==> src/include/tsh_regs.vh <==
`ifndef TSH_REGS_VH
`define TSH_REGS_VH
// ****************************************
// register offsets
// ****************************************
`define TSH_A_STAT   8'h88
`define TSH_A_CMD    8'h8c
`define TSH_A_WFIFO  8'h8d
`define TSH_A_CTRL   8'h8e
`define TSH_A_RFIFO  8'h8f
`define TSH_A_ISTAT  8'h98
`define TSH_A_ICLR   8'h99
`define TSH_A_IEN    8'h9a
`define TSH_A_MODE   8'h9b
// ****************************************
// field positions
// ****************************************
`define TSH_C_RATE_HI 7
`define TSH_C_RATE_LO 6
`define TSH_C_AUTO    5
`define TSH_C_FCSAB   4
`define TSH_C_PCLR    3
`define TSH_C_CONT    2
`define TSH_C_SEL     1
`define TSH_C_START   0
`define TSH_S_BUSY    0
`define TSH_S_DONE    1
`define TSH_S_FCS     3
`define TSH_S_KILL    4
`define TSH_S_CONT    6
`define TSH_I_DONE    0
`define TSH_I_KILL    1
`define TSH_I_ABORT   2
// ****************************************
// reset values and timing
// ****************************************
`define TSH_RST_BYTE  8'h00
`define TSH_WDEPTH    7
`define TSH_RDEPTH    16
`define TSH_CLK_HZ    100000000
`define TSH_RATE_HZ   32
`define TSH_T32_CYC   (`TSH_CLK_HZ / `TSH_RATE_HZ)
`endif

==> src/verilog/tsh_host_regs.v <==
`timescale 1ns/100ps
`include "tsh_regs.vh"
module tsh_host_regs #(
  parameter integer TICK_CYC = `TSH_T32_CYC
) (
  // clock and reset
  input  wire       clk,
  input  wire       rst_n,
  // register port
  input  wire [7:0] reg_addr,
  input  wire [7:0] reg_wdata,
  input  wire       reg_wr,
  input  wire       reg_rd,
  output reg  [7:0] reg_rdata,
  // transaction engine, same clock
  input  wire       xfer_done,
  input  wire       xfer_stop,
  input  wire       xfer_fcs_err,
  input  wire       xfer_contention,
  input  wire       xfer_wpop,
  input  wire       xfer_rx_valid,
  input  wire [7:0] xfer_rx_data,
  output reg        xfer_start,
  output reg        xfer_abort,
  output reg  [7:0] host_command_byte,
  output reg  [7:0] xfer_wbyte,
  output reg        alt_sideband_mode,
  output reg        idle_level_or_width_select,
  // interrupt
  output reg        irq
);

// ****************************************
// state
// ****************************************
reg  [7:0]  cmd_ff;
reg  [7:0]  ctrl_ff;
reg         mode_ff;
reg         busy_ff;
reg         done_ff;
reg         kill_ff;
reg         fcs_ff;
reg         cont_ff;
reg  [2:0]  ist_ff;
reg  [2:0]  ien_ff;
reg  [7:0]  wfifo [0:`TSH_WDEPTH-1];
reg  [7:0]  rfifo [0:`TSH_RDEPTH-1];
reg  [2:0]  wp_ff;
reg  [2:0]  ep_ff;
reg  [3:0]  rp_ff;
reg  [4:0]  rxp_ff;
reg  [21:0] tick_ff;
reg  [2:0]  div_ff;
reg  [7:0]  rdata_nxt;
integer     i;

// ****************************************
// decode
// ****************************************
wire wr_cmd   = reg_wr && (reg_addr == `TSH_A_CMD);
wire wr_wfifo = reg_wr && (reg_addr == `TSH_A_WFIFO);
wire wr_ctrl  = reg_wr && (reg_addr == `TSH_A_CTRL);
wire wr_stat  = reg_wr && (reg_addr == `TSH_A_STAT);
wire wr_iclr  = reg_wr && (reg_addr == `TSH_A_ICLR);
wire wr_ien   = reg_wr && (reg_addr == `TSH_A_IEN);
wire wr_mode  = reg_wr && (reg_addr == `TSH_A_MODE);
wire rd_rfifo = reg_rd && (reg_addr == `TSH_A_RFIFO);

// ****************************************
// launch, kill and abort
// ****************************************
wire sw_start = wr_ctrl && reg_wdata[`TSH_C_START] && !busy_ff;
wire sw_kill  = wr_ctrl && !reg_wdata[`TSH_C_START] && busy_ff;
wire pclr     = wr_ctrl && reg_wdata[`TSH_C_PCLR];

// base tick at the fastest rate; slower rates gate it
wire tick_hit = (tick_ff == TICK_CYC[21:0] - 22'h00_0001);
reg  [2:0] rate_mask;
always @* begin
  case (ctrl_ff[`TSH_C_RATE_HI:`TSH_C_RATE_LO])
    2'b00:   rate_mask = 3'h0;
    2'b01:   rate_mask = 3'h1;
    2'b10:   rate_mask = 3'h3;
    default: rate_mask = 3'h7;
  endcase
end
wire auto_hit = tick_hit && ((div_ff & rate_mask) == 3'h0);
// a due launch during a transfer is dropped, not queued
wire auto_go  = ctrl_ff[`TSH_C_AUTO] && auto_hit && !busy_ff;
wire go       = sw_start || auto_go;

// check error abort only applies to the single-wire mode
wire fcs_ab  = busy_ff && !mode_ff && xfer_fcs_err && ctrl_ff[`TSH_C_FCSAB];
wire cont_ab = busy_ff && !mode_ff && xfer_contention && ctrl_ff[`TSH_C_CONT];
wire hw_ab   = fcs_ab || cont_ab;

// ****************************************
// periodic timer
// ****************************************
always @(posedge clk) begin
  if (!rst_n) begin
    tick_ff <= 22'h00_0000;
    div_ff  <= 3'h0;
  end else if (tick_hit) begin
    tick_ff <= 22'h00_0000;
    div_ff  <= div_ff + 3'h1;
  end else begin
    tick_ff <= tick_ff + 22'h00_0001;
  end
end

// ****************************************
// control registers
// ****************************************
always @(posedge clk) begin
  if (!rst_n) begin
    cmd_ff  <= `TSH_RST_BYTE;
    ctrl_ff <= `TSH_RST_BYTE;
    mode_ff <= 1'b0;
    ien_ff  <= 3'h0;
  end else begin
    // stored as written, control without its start and clear bits; stability while busy is up to software
    if (wr_cmd)
      cmd_ff <= reg_wdata;
    if (wr_ctrl)
      ctrl_ff <= reg_wdata & 8'hf6;
    if (wr_mode)
      mode_ff <= reg_wdata[0];
    if (wr_ien)
      ien_ff <= reg_wdata[2:0];
  end
end

// ****************************************
// busy and status flags
// ****************************************
always @(posedge clk) begin
  if (!rst_n) begin
    busy_ff <= 1'b0;
    done_ff <= 1'b0;
    kill_ff <= 1'b0;
    fcs_ff  <= 1'b0;
    cont_ff <= 1'b0;
  end else begin
    if (go)
      busy_ff <= 1'b1;
    else if (xfer_done || sw_kill || hw_ab)
      busy_ff <= 1'b0;
    // set wins over a write-one clear in the same cycle
    if (xfer_stop)
      done_ff <= 1'b1;
    else if (wr_stat && reg_wdata[`TSH_S_DONE])
      done_ff <= 1'b0;
    if (sw_kill)
      kill_ff <= 1'b1;
    else if (wr_stat && reg_wdata[`TSH_S_KILL])
      kill_ff <= 1'b0;
    if (fcs_ab)
      fcs_ff <= 1'b1;
    else if (wr_stat && reg_wdata[`TSH_S_FCS])
      fcs_ff <= 1'b0;
    if (cont_ab)
      cont_ff <= 1'b1;
    else if (wr_stat && reg_wdata[`TSH_S_CONT])
      cont_ff <= 1'b0;
  end
end

// ****************************************
// interrupt status
// ****************************************
wire [2:0] iev = {hw_ab, sw_kill, xfer_stop};
always @(posedge clk) begin
  if (!rst_n) begin
    ist_ff <= 3'h0;
    irq    <= 1'b0;
  end else begin
    if (wr_iclr)
      ist_ff <= (ist_ff & ~reg_wdata[2:0]) | iev;
    else
      ist_ff <= ist_ff | iev;
    irq <= |(ist_ff & ien_ff);
  end
end

// ****************************************
// write fifo
// ****************************************
always @(posedge clk) begin
  if (!rst_n) begin
    wp_ff <= 3'h0;
    for (i = 0; i < `TSH_WDEPTH; i = i + 1)
      wfifo[i] <= `TSH_RST_BYTE;
  end else if (pclr) begin
    wp_ff <= 3'h0;
  end else if (wr_wfifo && (wp_ff < 3'h7)) begin
    wfifo[wp_ff] <= reg_wdata;
    wp_ff        <= wp_ff + 3'h1;
  end
end

// engine side walks the same entries from the front
always @(posedge clk) begin
  if (!rst_n)
    ep_ff <= 3'h0;
  else if (go)
    ep_ff <= 3'h0;
  else if (xfer_wpop && (ep_ff < 3'h6))
    ep_ff <= ep_ff + 3'h1;
end

// ****************************************
// read fifo
// ****************************************
always @(posedge clk) begin
  if (!rst_n) begin
    rxp_ff <= 5'h00;
    for (i = 0; i < `TSH_RDEPTH; i = i + 1)
      rfifo[i] <= `TSH_RST_BYTE;
  end else if (go) begin
    rxp_ff <= 5'h00;
  end else if (xfer_rx_valid && !rxp_ff[4]) begin
    rfifo[rxp_ff[3:0]] <= xfer_rx_data;
    rxp_ff             <= rxp_ff + 5'h01;
  end
end

// wraps after byte sixteen
always @(posedge clk) begin
  if (!rst_n)
    rp_ff <= 4'h0;
  else if (pclr)
    rp_ff <= 4'h0;
  else if (rd_rfifo)
    rp_ff <= rp_ff + 4'h1;
end

// ****************************************
// read mux
// ****************************************
always @* begin
  rdata_nxt = 8'h00;
  case (reg_addr)
    `TSH_A_STAT:  rdata_nxt = {1'b0, cont_ff, 1'b0, kill_ff, fcs_ff, 1'b0,
                               done_ff, busy_ff};
    `TSH_A_CMD:   rdata_nxt = cmd_ff;
    `TSH_A_WFIFO: rdata_nxt = wfifo[(wp_ff < 3'h7) ? wp_ff : 3'h6];
    `TSH_A_CTRL:  rdata_nxt = ctrl_ff;
    `TSH_A_RFIFO: rdata_nxt = rfifo[rp_ff];
    `TSH_A_ISTAT: rdata_nxt = {5'h00, ist_ff};
    `TSH_A_IEN:   rdata_nxt = {5'h00, ien_ff};
    `TSH_A_MODE:  rdata_nxt = {7'h00, mode_ff};
    default:      rdata_nxt = 8'h00;
  endcase
end

always @(posedge clk) begin
  if (!rst_n)
    reg_rdata <= 8'h00;
  else if (reg_rd)
    reg_rdata <= rdata_nxt;
  else
    reg_rdata <= 8'h00;
end

// ****************************************
// engine outputs
// ****************************************
always @(posedge clk) begin
  if (!rst_n) begin
    xfer_start                 <= 1'b0;
    xfer_abort                 <= 1'b0;
    host_command_byte          <= `TSH_RST_BYTE;
    xfer_wbyte                 <= `TSH_RST_BYTE;
    alt_sideband_mode          <= 1'b0;
    idle_level_or_width_select <= 1'b0;
  end else begin
    xfer_start                 <= go;
    xfer_abort                 <= sw_kill || hw_ab;
    // command field in both modes, passed through in the cycle it is written
    host_command_byte          <= wr_cmd ? reg_wdata : cmd_ff;
    xfer_wbyte                 <= wfifo[ep_ff];
    alt_sideband_mode          <= wr_mode ? reg_wdata[0] : mode_ff;
    idle_level_or_width_select <= wr_ctrl ? reg_wdata[`TSH_C_SEL]
                                          : ctrl_ff[`TSH_C_SEL];
  end
end

endmodule // tsh_host_regs

==> config.mk <==
export PLATFORM = sky130hd
export DESIGN_NAME = tsh_host_regs
export DESIGN_NICKNAME = d
export VERILOG_FILES = /design/src/verilog/tsh_host_regs.v
export VERILOG_INCLUDE_DIRS = /design/src /design/src/include
export SDC_FILE = /design/constraint.sdc
export NUM_CORES = 1
export LEC_CHECK = 0
export ABC_CLOCK_PERIOD_IN_PS = 5100
export BUFFER_PORTS_ARGS = -buffer_cell sky130_fd_sc_hd__buf_2
export CAP_MARGIN = 30
export CORE_MARGIN = 2
export CORE_UTILIZATION = 25
export DETAILED_ROUTE_END_ITERATION = 7
export SLEW_MARGIN = 20
export SYNTH_ARGS = -nofsm -noshare
export SYNTH_HDL_FRONTEND = slang
export SYNTH_SLANG_ARGS = --single-unit
==> constraint.sdc <==
create_clock -name clk -period 5.1 [get_ports clk]
set_input_delay 1.02 -clock clk [delete_from_list [all_inputs] [get_ports clk]]
set_output_delay 1.02 -clock clk [all_outputs]
set_load 0.005 [all_outputs]
== Word-level counts from Yosys, hierarchy flattened ==
Memories as Yosys holds them, arrays and structs flattened. A register that Yosys moved wholly into a read port is not among the register bits.
Cells that the tools add are included.
W data, S select, Z words.
Operators by class
  add/sub/neg operators: 6
  multiply operators: 0
  divide/modulo/power cells: 0
  order comparisons: 2
  eq/ne operators: 12
  shifts and indexed selects: 0
  multiplexer cells: 32
  bitwise operators: 7
  reductions and logical operators: 52
Operator list (count)
  $eq A8 B8 Y1 const B: 9
  $pmux W8 S8: 1
  $logic_and A1 B1 Y1: 28
  $add A22 B1 Y22 const B: 1
  $eq A22 B22 Y1 const B: 1
  $mux W1: 22
  $mux W8: 2
  $reduce_or A8 Y1: 2
  $mux W4: 3
  $reduce_bool A2 Y1: 5
  $add A3 B1 Y3 const B: 3
  $and A3 B3 Y3: 3
  $mux W3: 3
  $pmux W3 S3: 1
  $lt A3 B3 Y1 const B: 2
  $or A3 B3 Y3: 2
  $reduce_or A2 Y1: 3
  $add A5 B1 Y5 const B: 1
  $logic_not A1 Y1: 5
  $logic_or A1 B1 Y1: 5
  $add A4 B1 Y4 const B: 1
  $logic_not A3 Y1: 1
  $not A3 Y3: 1
  $reduce_or A3 Y1: 1
  5 further kinds: 5
Word-level totals
  register bits: 78
  bits in latches: 0
  bits in writable memories: 184
  memory bits (read-only): 0
  bits of input ports: 34
  output and inout port bits: 29
  word-level logic and storage cells: 134
  memories: 2
Memory list
  rfifo: depth 16, bits a word 8, rd ports 1, clocked after memory_dff 1, wr ports 16, RTL line tsh_host_regs.v:47  | reg [7:0] rfifo [0:`TSH_RDEPTH-1];
  wfifo: depth 7, bits a word 8, rd ports 2, clocked after memory_dff 1, wr ports 7, RTL line tsh_host_regs.v:46  | reg [7:0] wfifo [0:`TSH_WDEPTH-1];

== Longest topological paths before layout ==
Gate-level depths: netlist of run 1.
  word-level depth: 13
  gate-level depth with buffers: 9

== Worst setup path before layout of run 1 ==
OpenSTA, ideal clock, no wires.
  kind: in2reg
  start point: input reg_addr[1]
  end point: memory wfifo[1][0] (enable)
  library setup time: 0.384 ns
  arrival time: 2.919 ns
  data required time: 4.716 ns
  path slack: 1.797 ns
  cell stages on the path: 6
  path buffers: 1
  cell sequence: clkbuf_1 and4bb_2 nand4_1 o21a_1 or2_2 o21ai_0
RTL lines
  start, declared: RTL line tsh_host_regs.v:10  | input wire [7:0] reg_addr,
  end, declared: RTL line tsh_host_regs.v:46

==> results by group, run 1 <==
Global route
  • Number of global-route vias before repair: about 9000
  • Initial antenna violation count: 2
  • Largest net degree at the start of global routing: 46
  • Total gr overflow: 0
  • First-pass GRT wire length: around 53000 um
  • Total GRT Usage: about 13%

Clock network
  • Htree depth: 1
  • Clk sink count: between 200 and 300
  • Post-CTS sizing: 0
  • Worst skew pair latency: between 500 and 600 ps
  • TritonCTS Buffers: 30
  • Register clock-pin slew on the reported worst setup and hold paths: 60 ps
  • Setup repair bufs after CTS: 0
  • CTS root buffer: clkbuf_16
  • CTS Buffer Depth: 3
  • Post-CTS Hold Fix Bufs: 0
  • CTS tree: done

Logic synthesis
  • FF+latch count, synth: roughly 280
  • Seq/Total Area, Yosys: roughly 58%
  • Post-synth ARST share: 0%
  • Main combinational cell family by area after synthesis: simple AND/OR/NAND/NOR gates
  • Primary FF master, synth: edfxtp_1
  • Yosys cell types: between 60 and 70
  • Top post-synthesis cells by area: edfxtp_1 43%, dfxtp_1 15%, mux4_2 9.7%
  • Area share of the largest cell type after synthesis: 42.7%
  • Post-synth EDFFs: roughly 180
  • Synth Cell Area: 12900 um^2
  • Mux share of post-synthesis cell area: about 14%
  • Synth Area in Compound Gates: between 4 and 5%
  • Yosys warns: 0
  • Cells after Synth: 1092
  • Post-synth top area cell: edfxtp_1
  • Adder-cell share of the synthesized area: less than 1%
  • Simple-gate share of the synthesized area: 17.5%
  • Synth Area in XOR/XNOR: under 10%
  • Synthesized area per cell: around 12 um^2

Setup path
  • Internal reg-to-reg setup slack: 1710 ps
  • CP Max Fanout: 39
  • R2R cell count: 7
  • Critical Path Source Type: flip-flop
  • Setup Crit Path Kind: flip-flop to flip-flop
  • Required time worst endpoint: approximately 5400 ps
  • Endpoint class of the critical path: flip-flop
  • Worst reg2reg path endpoint: rfifo[12][4]$_SDFFCE_PN0P_
  • Data arrival, critical path: approximately 3700 ps
  • Reg2Reg Launch Point: tick_ff[0]$_SDFF_PP0_

Hold path
  • WHS Endpoint: tick_ff[0]$_SDFF_PP0_
  • WHS Path Cells: 1
  • Hold_sp: tick_ff[0]$_SDFF_PP0_
  • Hold Path Class: flip-flop to flip-flop

Pwr
  • Power Total: 5.04 mW
  • Pwr per Cell Area: ~330 nW/um^2
  • Sw Ratio: around 22%
  • Pleak: 5.14 nW
  • Seq pwr share: 50.1%
  • Internal Pwr Total: just under 4 mW
  • Combinational power share: about 5.7%
  • Clock network fraction of total power: between 40 and 50%
  • Sw Pwr: approximately 1.1 mW
  • Max VDD drop: about 240 uV

Placement
  • Pre-CTS WS: about 1200 ps
  • I/O Buffers: a little over 60
  • Placed cells: between 1500 and 2000
  • Final GP Congestion: approximately 0.9
  • DP Wirelength: approximately 24000 um
  • Area after DPL: about 14000 um^2

Routing
  • DRT Wirelength: between 30000 and 40000 um
  • DR pass1 iterations: 5
  • Routed vias/inst: 4.76
  • DR vias: between 8000 and 9000
  • WL/cell: roughly 18 um
  • Post-DRT Antenna Nets: 0
  • # DRC: 0
  • First DRT Iteration DRCs: ~900

Cells and area
  • Synth-to-layout area growth: 16.4%
  • Final design utilization: between 20% and 30%
  • Share of layout cells above drive strength 1: approximately 18%
  • Diode count: 0
  • Most frequent cells in the layout: 217 x nor2_1, 184 x edfxtp_1, 98 x nand2_1
  • Design area: about 15000 um^2
  • Fin cells: roughly 1900
  • # nets final: 1203
  • Commonest non-fill, non-tap cell in the layout: nor2_1

STA
  • Actual slew at the worst max-slew pin: between 900 and 1000 ps
  • Hold Fails Final Rpt: 0
  • Final setup margin: 1710 ps
  • Clock skew: ~17 ps
  • Rel. slew slack: between 30% and 40%
  • Final Cycle Share: around two thirds
  • Max-slew violation count: 0
  • Fmax: around 0.30 GHz
  • Final hold slack: around 450 ps
  • RSZ-0062 raised after global routing: false
  • Setup TNS: 0 ps
  • # setup viols final: 0
  • Min Tclk post-route: roughly 3400 ps

Floorplanning
  • Die W: approximately 230 um
  • Die height: 232 um
  • Core ar.: roughly 51000 um^2
  • Initial Utilization: 25.2%
  • Num rows: 83
  • Full die area: between 50000 and 60000 um^2
  • # IOs: 63

Flow run
  • Max-cap violation count: 0

Outcome
  • Outcome: finished clean
==> worst max-delay path by stage <==
stage / slack, ps / from / end / cells past startpoint
2_1_floorplan: 1800 / reg_addr[1] / wfifo[1][0]$_SDFFCE_PN0P_ / 6
3_3_place_gp: 1250 / reg_addr[1] / rfifo[12][0]$_SDFFCE_PN0P_ / 6
3_5_place_dp: 1150 / reg_addr[1] / rfifo[10][7]$_SDFFCE_PN0P_ / 6
4_1_cts: 1640 / tick_ff[0]$_SDFF_PP0_ / rfifo[10][7]$_SDFFCE_PN0P_ / 6
5_1_grt: 1480 / tick_ff[0]$_SDFF_PP0_ / rfifo[12][6]$_SDFFCE_PN0P_ / 7
6_report: 1710 / tick_ff[0]$_SDFF_PP0_ / rfifo[12][4]$_SDFFCE_PN0P_ / 7
==> worst max-delay path, cell delays in order (launching register included) <==
cell and delay, ps:
dfxtp_1 350, ha_1 220, nand2_1 150, nor4_2 400, or4b_1 710, nand2_2 630, o21ai_0 390, buf_2 270
==> final cells by class <==
type,instances,area (um^2)
repair buffers,93,553
inverters,14,52.6
fillers,5285,36200
multi-input cells,739,5130
flip-flops and latches,282,7490
clock buffers,38,802
clock inverters,18,193
well taps,680,851
==> Yosys cell counts, types with 3 or more instances <==
| cell type | instances |
|---|---|
| mux4_2 | 56 |
| a21oi_1 | 17 |
| or4_1 | 3 |
| xor2_1 | 14 |
| dfxtp_1 | 98 |
| mux2_2 | 7 |
| xnor2_1 | 17 |
| o21a_1 | 5 |
| nand3b_1 | 3 |
| and3_1 | 10 |
| o21ai_0 | 35 |
| and2_1 | 36 |
| a211oi_1 | 4 |
| buf_2 | 13 |
| a21boi_0 | 3 |
| ha_1 | 9 |
| o211ai_1 | 4 |
| inv_1 | 13 |
| nor2b_1 | 8 |
| mux2i_1 | 52 |
| a22oi_1 | 6 |
| nand3_1 | 27 |
| nand4_1 | 10 |
| clkbuf_1 | 36 |
| nor4_1 | 12 |
| nand2_1 | 98 |
| nand2b_1 | 5 |
| nor2_1 | 217 |
| edfxtp_1 | 184 |
| nor3_1 | 32 |
| buf_4 | 11 |
==> registers in the layout, indices dropped and copies added (netlist names), 3 cells and up, named ones only <==
register           cells
ctrl_ff                6
div_ff                 3
ep_ff                  3
host_command_byte      8
ien_ff                 3
ist_ff                 3
reg_rdata              8
rfifo                128
rp_ff                  4
rxp_ff                 5
tick_ff               22
wfifo                 64
wp_ff                  3
xfer_wbyte             8
==> cell families (layout without fill, tap and decap cells) <==
family / Yosys count / in the layout
AOI/OAI and AO/OA: 93 / 93
xor gates and xnor gates: 31 / 31
adders and majority gates: 9 / 9
buffers and inverters: 78 / 163
DFF: 282 / 282
muxes: 115 / 115
other: 1 / 8
and+or+nand+nor: 483 / 483
==> power groups by stage <==
| stage | registers [mW] | logic (mW) | clock network (mW) |
|---|---|---|---|
| 6_report | 2.52 | 0.286 | 2.23 |
| 2_1_floorplan | 2.56 | 0.175 | 0 |
| 3_5_place_dp | 2.58 | 0.279 | 0 |
| 3_3_place_gp | 2.57 | 0.275 | 0 |
| 5_1_grt | 2.53 | 0.308 | 2.36 |
| 4_1_cts | 2.53 | 0.280 | 2.26 |
==> per-layer routing <==
layer	vias to the layer above	share of wire [%]	track usage (%)
li1	4100	-	-
met1	4379	45	17.8
met2	331	45	20.2
met3	60	7.1	2.34
met4	2	2.7	3.45
met5	-	0.023	0
Power figures use the tool's default switching activity.
==> run 2, diff against run 1 <==
--- a/config.mk
+++ b/config.mk
@@ -6,7 +6,8 @@
 export SDC_FILE = /design/constraint.sdc
 export NUM_CORES = 1
 export LEC_CHECK = 0
-export ABC_CLOCK_PERIOD_IN_PS = 5100
+export ABC_AREA = 1
+export ABC_CLOCK_PERIOD_IN_PS = 2800
 export BUFFER_PORTS_ARGS = -buffer_cell sky130_fd_sc_hd__buf_2
 export CAP_MARGIN = 30
 export CORE_MARGIN = 2
==> constraint.sdc (replaced) <==
create_clock -name clk -period 2.8 [get_ports clk]
set_input_delay 0.56 -clock clk [delete_from_list [all_inputs] [get_ports clk]]
set_output_delay 0.56 -clock clk [all_outputs]
set_load 0.005 [all_outputs]
==> run 2 against run 1 <==
  * Power rose by 71%
  * Non-clock buffer count rose by 2
  * Synthesized area rose by 5.2%
  * Combinational power rose by 64%
  * Clock skew fell by 6.7 ps
  * Critical path type unchanged
==> results by group, run 2 <==
Outcome
  • Outcome: finished clean

Hold path
  • Hold Path Class: primary input to flip-flop

Pwr
  • Seq pwr share: 53.2%
  • Max VDD drop: roughly 420 uV
  • Clock network fraction of total power: slightly above 40%
  • Internal Pwr Total: 6.63 mW
  • Pleak: ~6.3 nW
  • Sw Ratio: between 20 and 25%
  • Pwr per Cell Area: 553 nW/um^2
  • Sw Pwr: about 2 mW
  • Combinational power share: 5.4%
  • Power Total: 8.63 mW

Global route
  • Largest net degree at the start of global routing: 48
  • Initial antenna violation count: 0
  • Number of global-route vias before repair: 10800
  • Total gr overflow: 0
  • First-pass GRT wire length: roughly 60000 um
  • Total GRT Usage: a little over an eighth

Cells and area
  • Fillers: a little under 6000
  • Max reg flops: about 130
  • Synth-to-layout area growth: 14.7%
  • Multi-input logic area: approximately 5200 um^2
  • Register area: approximately 7500 um^2
  • Commonest non-fill, non-tap cell in the layout: nor2_1
  • Share of layout cells above drive strength 1: between 10% and 20%
  • Most frequent cells in the layout: 335 x nor2_1, 299 x nand2_1, 184 x edfxtp_1
  • Diode count: 0
  • Top reg by flops: rfifo
  • # nets final: around 1700
  • Biggest regs: rfifo (128), wfifo (64), tick_ff (22)
  • Fin cells: between 2000 and 2500

Clock network
  • CTS Buffer Depth: 3
  • Htree depth: 1
  • TritonCTS Buffers: 28
  • Post-CTS Hold Fix Bufs: 0
  • CTS tree: done
  • Register clock-pin slew on the reported worst setup and hold paths: around 60 ps
  • Post-CTS sizing: 0
  • Setup repair bufs after CTS: 0
  • CTS root buffer: clkbuf_16
  • Worst skew pair latency: between 500 and 600 ps
  • Clk sink count: roughly 280

Routing
  • DRT Wirelength: around 40000 um
  • DR vias: about 11000
  • Routed vias/inst: 4.78
  • Post-DRT Antenna Nets: 0
  • WL/cell: roughly 16 um
  • # DRC: 0
  • First DRT Iteration DRCs: ~1300
  • DR pass1 iterations: 6

Flow run
  • Max-cap violation count: 0

Logic synthesis
  • Yosys warns: 0
  • Post-synth top area cell: edfxtp_1
  • Post-synth ARST share: 0%
  • Synthesized area per cell: about 8.4 um^2
  • Area share of the largest cell type after synthesis: approximately two fifths
  • Top post-synthesis cells by area: edfxtp_1 41%, dfxtp_1 14%, nor2_1 9.2%
  • FF+latch count, synth: ~280
  • Seq/Total Area, Yosys: between 50 and 60%
  • Most frequent cell after synthesis: nor2_1
  • Primary FF master, synth: edfxtp_1
  • Cells after Synth: roughly 1600
  • Synth cell count leaders: 335 x nor2_1, 299 x nand2_1, 184 x edfxtp_1
  • Post-synth EDFFs: between 150 and 200
  • Yosys cell types: 41
  • Synth Cell Area: approximately 14000 um^2

STA
  • # setup viols final: 0
  • Max-slew violation count: 0
  • Min Tclk post-route: about 2500 ps
  • RSZ-0062 raised after global routing: false
  • Rel. slew slack: between 30 and 40%
  • Fmax: 0.396 GHz
  • Clock skew: between 10 and 15 ps
  • Final Cycle Share: approximately 90%
  • Final setup margin: 277 ps
  • Setup TNS: 0 ps
  • Actual slew at the worst max-slew pin: 900 ps
  • Hold Fails Final Rpt: 0
  • Final hold slack: around 300 ps

Floorplanning
  • Die W: about 240 um
  • Num rows: 85
  • Core ar.: ~54000 um^2
  • Full die area: 56400 um^2
  • Initial Utilization: about a quarter
  • Die height: 237 um
  • # IOs: 63

Setup path
  • Endpoint class of the critical path: flip-flop
  • Setup Crit Path Kind: flip-flop to flip-flop
  • CP Max Fanout: 18
  • Crit-path slowest cell: nand2_1
  • CP max stage delay: about 380 ps
  • Data arrival, critical path: around 2800 ps
  • Buf+Inv Stages, Crit Path: 1
  • Required time worst endpoint: about 3000 ps
  • Cell Chain, Critical Path: ha_1 -> nand2_1 -> inv_1 -> nand3_1 -> nor2_1 -> nand3_1 -> nand2_2 -> nand2_4 -> nand4_2 -> nand2_1
  • Critical Path Source Type: flip-flop
  • Cell family contributing the most delay on the critical path: simple AND/OR/NAND/NOR gates

Placement
  • DP Wirelength: around 27000 um
  • Final GP Congestion: ~0.87
  • Placed cells: ~2300
  • I/O Buffers: slightly above 60
  • Pre-CTS WS: between 100 and 150 ps
==> run 2: cell count changes after synthesis, sizes merged, moves of 56 or more <==
| cell | before | now |
|---|---|---|
| mux4 | 56 | 0 |
| nor2 | 217 | 343 |
| nand2 | 99 | 304 |
| o21ai | 36 | 115 |
| nand3 | 27 | 146 |
| inv | 14 | 156 |
| a21oi | 17 | 87 |
==> run 2: path summary, 6_finish.rpt <==
| kind | startpoint | endpoint | slack (ps) | cells after the start |
|---|---|---|---|---|
| max | tick_ff[0]$_SDFF_PP0_ | rfifo[3][0]$_SDFFCE_PN0P_ | 280 | 10 |
| min | xfer_stop | ist_ff[0]$_SDFF_PN0_ | 300 | 3 |
| max reg2reg | tick_ff[0]$_SDFF_PP0_ | rfifo[3][0]$_SDFFCE_PN0P_ | 280 | 10 |
| min reg2reg | tick_ff[0]$_SDFF_PP0_ | tick_ff[0]$_SDFF_PP0_ | 460 | 1 |
==> run 2: through the flow <==
step                utilization (%)  instance area (um^2)
global route                   29.0                 15600
CTS                            29.0                 15600
detailed placement             27.4                 14800
floorplan                         -                 13600
finish                         29.0                 15600
global placement               27.4                 14800
==> run 2: layer usage <==
metal,track usage (%),vias to the layer above,share of wire [%]
li1,-,5504,-
met1,18.7,5504,44
met5,0,-,0
met3,1.92,72,7.0
met4,3.28,0,2.3
met2,22.3,389,47
==> run 2: cell type report <==
cell class | instances | area share, %
Clock buffer | 34 | 4.77
Multi-Input combinational cell | 1116 | 33.5
Sequential cell | 282 | 48.0
Inverter | 159 | 3.82
Clock inverter | 18 | 0.697
Tap cell | 696 | 5.58
Timing Repair Buffer | 95 | 3.67
==> run 2: cell families after synthesis <==
family | Yosys count | synth area share, %
simple gates | 854 | 27.6
flops | 282 | 55.0
compound gates | 236 | 9.22
buf+inv | 236 | 6.80
xor+xnor | 9 | 0.579
fa+ha+maj | 9 | 0.827
other cells | 1 | 0.0275
==> run 2: power groups by stage <==
stage          registers, mW  clock network, mW  logic (mW)
3_3_place_gp            4.68                  0       0.461
5_1_grt                 4.61               3.82       0.520
2_1_floorplan           4.66                  0       0.285
4_1_cts                 4.60               3.64       0.469
3_5_place_dp            4.69                  0       0.467
6_report                4.60               3.57       0.469
==> run 2: tightest hold or removal path: cells and delay by family <==
family / cells / cell delay (ps)
AOI/OAI and AO/OA: 1 / 60
buffers and inverters: 2 / 180
==> run 3, diff against run 2 <==
--- a/config.mk
+++ b/config.mk
@@ -13,6 +13,8 @@
 export CORE_MARGIN = 2
 export CORE_UTILIZATION = 25
 export DETAILED_ROUTE_END_ITERATION = 7
+export MAX_ROUTING_LAYER = met4
+export PLACE_DENSITY_LB_ADDON = 0.2
 export SLEW_MARGIN = 20
 export SYNTH_ARGS = -nofsm -noshare
 export SYNTH_HDL_FRONTEND = slang
==> run 3 against run 2 <==
  * Maximum frequency rose by 1.7%
  * Largest power group unchanged
  * Hold slack improved by 2.5 ps
  * Die area did not move
  * Power rose by 11%
  * Clock skew rose by 5.2 ps
==> results by group, run 3 (synthesis results as in run 2) <==
Cells and area
  • Commonest non-fill, non-tap cell in the layout: nor2_1
  • Share of layout cells above drive strength 1: a little under an eighth
  • Top reg by flops: rfifo
  • Final design utilization: 29.8%
  • Multi-input logic area: roughly 5200 um^2
  • Biggest regs: rfifo (128), wfifo (64), tick_ff (22)
  • Register area: about 7500 um^2
  • Most frequent cells in the layout: 335 x nor2_1, 299 x nand2_1, 184 x edfxtp_1
  • # nets final: ~1700
  • Max reg flops: about 130
  • Synth-to-layout area growth: 17.6%
  • Fillers: between 5000 and 6000
  • Design area: ~16000 um^2
  • Diode count: 0

Pwr
  • Pwr per Cell Area: about 600 nW/um^2
  • Power Total: about 9.5 mW
  • Max VDD drop: 418 uV
  • Pleak: 6.54 nW

Setup path
  • Endpoint class of the critical path: flip-flop
  • Critical Path Source Type: flip-flop
  • Required time worst endpoint: between 3000 and 4000 ps
  • R2R cell count: 10
  • Crit path launch: tick_ff[0]$_SDFF_PP0_
  • CP Max Fanout: 18
  • Reg2Reg Launch Point: tick_ff[0]$_SDFF_PP0_
  • Internal reg-to-reg setup slack: 320 ps
  • Worst reg2reg path endpoint: rfifo[15][7]$_SDFFCE_PN0P_
  • Data arrival, critical path: between 2000 and 3000 ps
  • Setup Crit Path Kind: flip-flop to flip-flop

Floorplanning
  • Full die area: 56400 um^2
  • Initial Utilization: approximately a quarter
  • Num rows: 85
  • # IOs: between 60 and 70
  • Die W: approximately 240 um
  • Die height: about 240 um
  • Core ar.: 53800 um^2

Hold path
  • Hold Path Class: primary input to flip-flop
  • Hold_sp: xfer_stop
  • WHS Path Cells: 3
  • WHS Endpoint: done_ff$_SDFFE_PN0P_

Global route
  • Number of global-route vias before repair: between 10000 and 15000
  • Largest net degree at the start of global routing: 55
  • Total GRT Usage: around 15%
  • Initial antenna violation count: 0
  • First-pass GRT wire length: 65300 um
  • Total gr overflow: 0

Clock network
  • CTS Buffer Depth: 3
  • CTS tree: done
  • Htree depth: 2
  • Post-CTS Hold Fix Bufs: 0
  • TritonCTS Buffers: 35
  • Setup repair bufs after CTS: 0
  • Register clock-pin slew on the reported worst setup and hold paths: about 60 ps
  • CTS root buffer: clkbuf_16
  • Post-CTS sizing: 0
  • Worst skew pair latency: 550 ps
  • Clk sink count: 282

Routing
  • WL/cell: 17.5 um
  • Post-DRT Antenna Nets: 0
  • Routed vias/inst: 4.64
  • DR vias: 11300
  • DR pass1 iterations: 7
  • # DRC: 0
  • DRT Wirelength: 42500 um
  • First DRT Iteration DRCs: 930

Flow run
  • Max-cap violation count: 0

STA
  • Final Cycle Share: approximately nine tenths
  • Clock skew: between 15 and 20 ps
  • Max-slew violation count: 0
  • Rel. slew slack: around 41%
  • Setup TNS: 0 ps
  • Final hold slack: ~300 ps
  • # setup viols final: 0
  • RSZ-0062 raised after global routing: false
  • Min Tclk post-route: ~2500 ps
  • Hold Fails Final Rpt: 0
  • Fmax: slightly above 0.4 GHz
  • Actual slew at the worst max-slew pin: 879 ps

Placement
  • Area after DPL: ~15000 um^2
  • DP Wirelength: around 29000 um
  • I/O Buffers: 62
  • Final GP Congestion: roughly 0.85

Outcome
  • Outcome: finished clean
[run 3: critical path, cell delays in order, from the launching register on]
cell and delay (ps):
dfxtp_1 320, ha_1 220, nand2_1 130, inv_1 90, nand3_1 100, nor2_1 60, nand3_1 120, nand2_2 80
nand2_4 330, nand4_2 300, nand2_1 360
[run 3: area by class of cell]
cell class	instances	area share (%)
clock buffers	42	5.96
clock inverters	21	1.03
inverters	159	3.73
multi-input cells	1116	32.7
flip-flops and latches	282	46.8
well taps	696	5.44
repair buffers	110	4.44
[run 3: how the worst max path moves through the flow]
stage	end	slack (ps)
after global placement	rfifo[7][5]$_SDFFCE_PN0P_	220
after floorplan	wfifo[0][0]$_SDFFCE_PN0P_	640
after detailed placement	rfifo[7][1]$_SDFFCE_PN0P_	160
final	rfifo[15][7]$_SDFFCE_PN0P_	320
after CTS	rfifo[15][5]$_SDFFCE_PN0P_	320
after global routing	rfifo[7][2]$_SDFFCE_PN0P_	110
[run 3: through the flow]
step | cells | setup slack (ps)
floorplan | 1634 | 637
global placement | 2363 | 218
detailed placement | 2363 | 157
CTS | 2426 | 315
global route | 2426 | 112
finish | 2426 | 320
[run 3: where the power goes]
part	total, mW	internal, mW	switching [mW]
Combinational	0.509	0.132	0.377
Clock	4.44	2.62	1.82
Sequential	4.59	4.54	0.0503
Total	9.54	7.30	2.25
[run 3: metal layers]
layer | vias up | global-route usage, % | part of all wire, %
li1 | 5548 | - | -
met1 | 5322 | 20.4 | 45
met2 | 319 | 24.7 | 47
met3 | 72 | 2.21 | 5.5
met4 | 0 | 4.55 | 2.4
met5 | - | - | 0
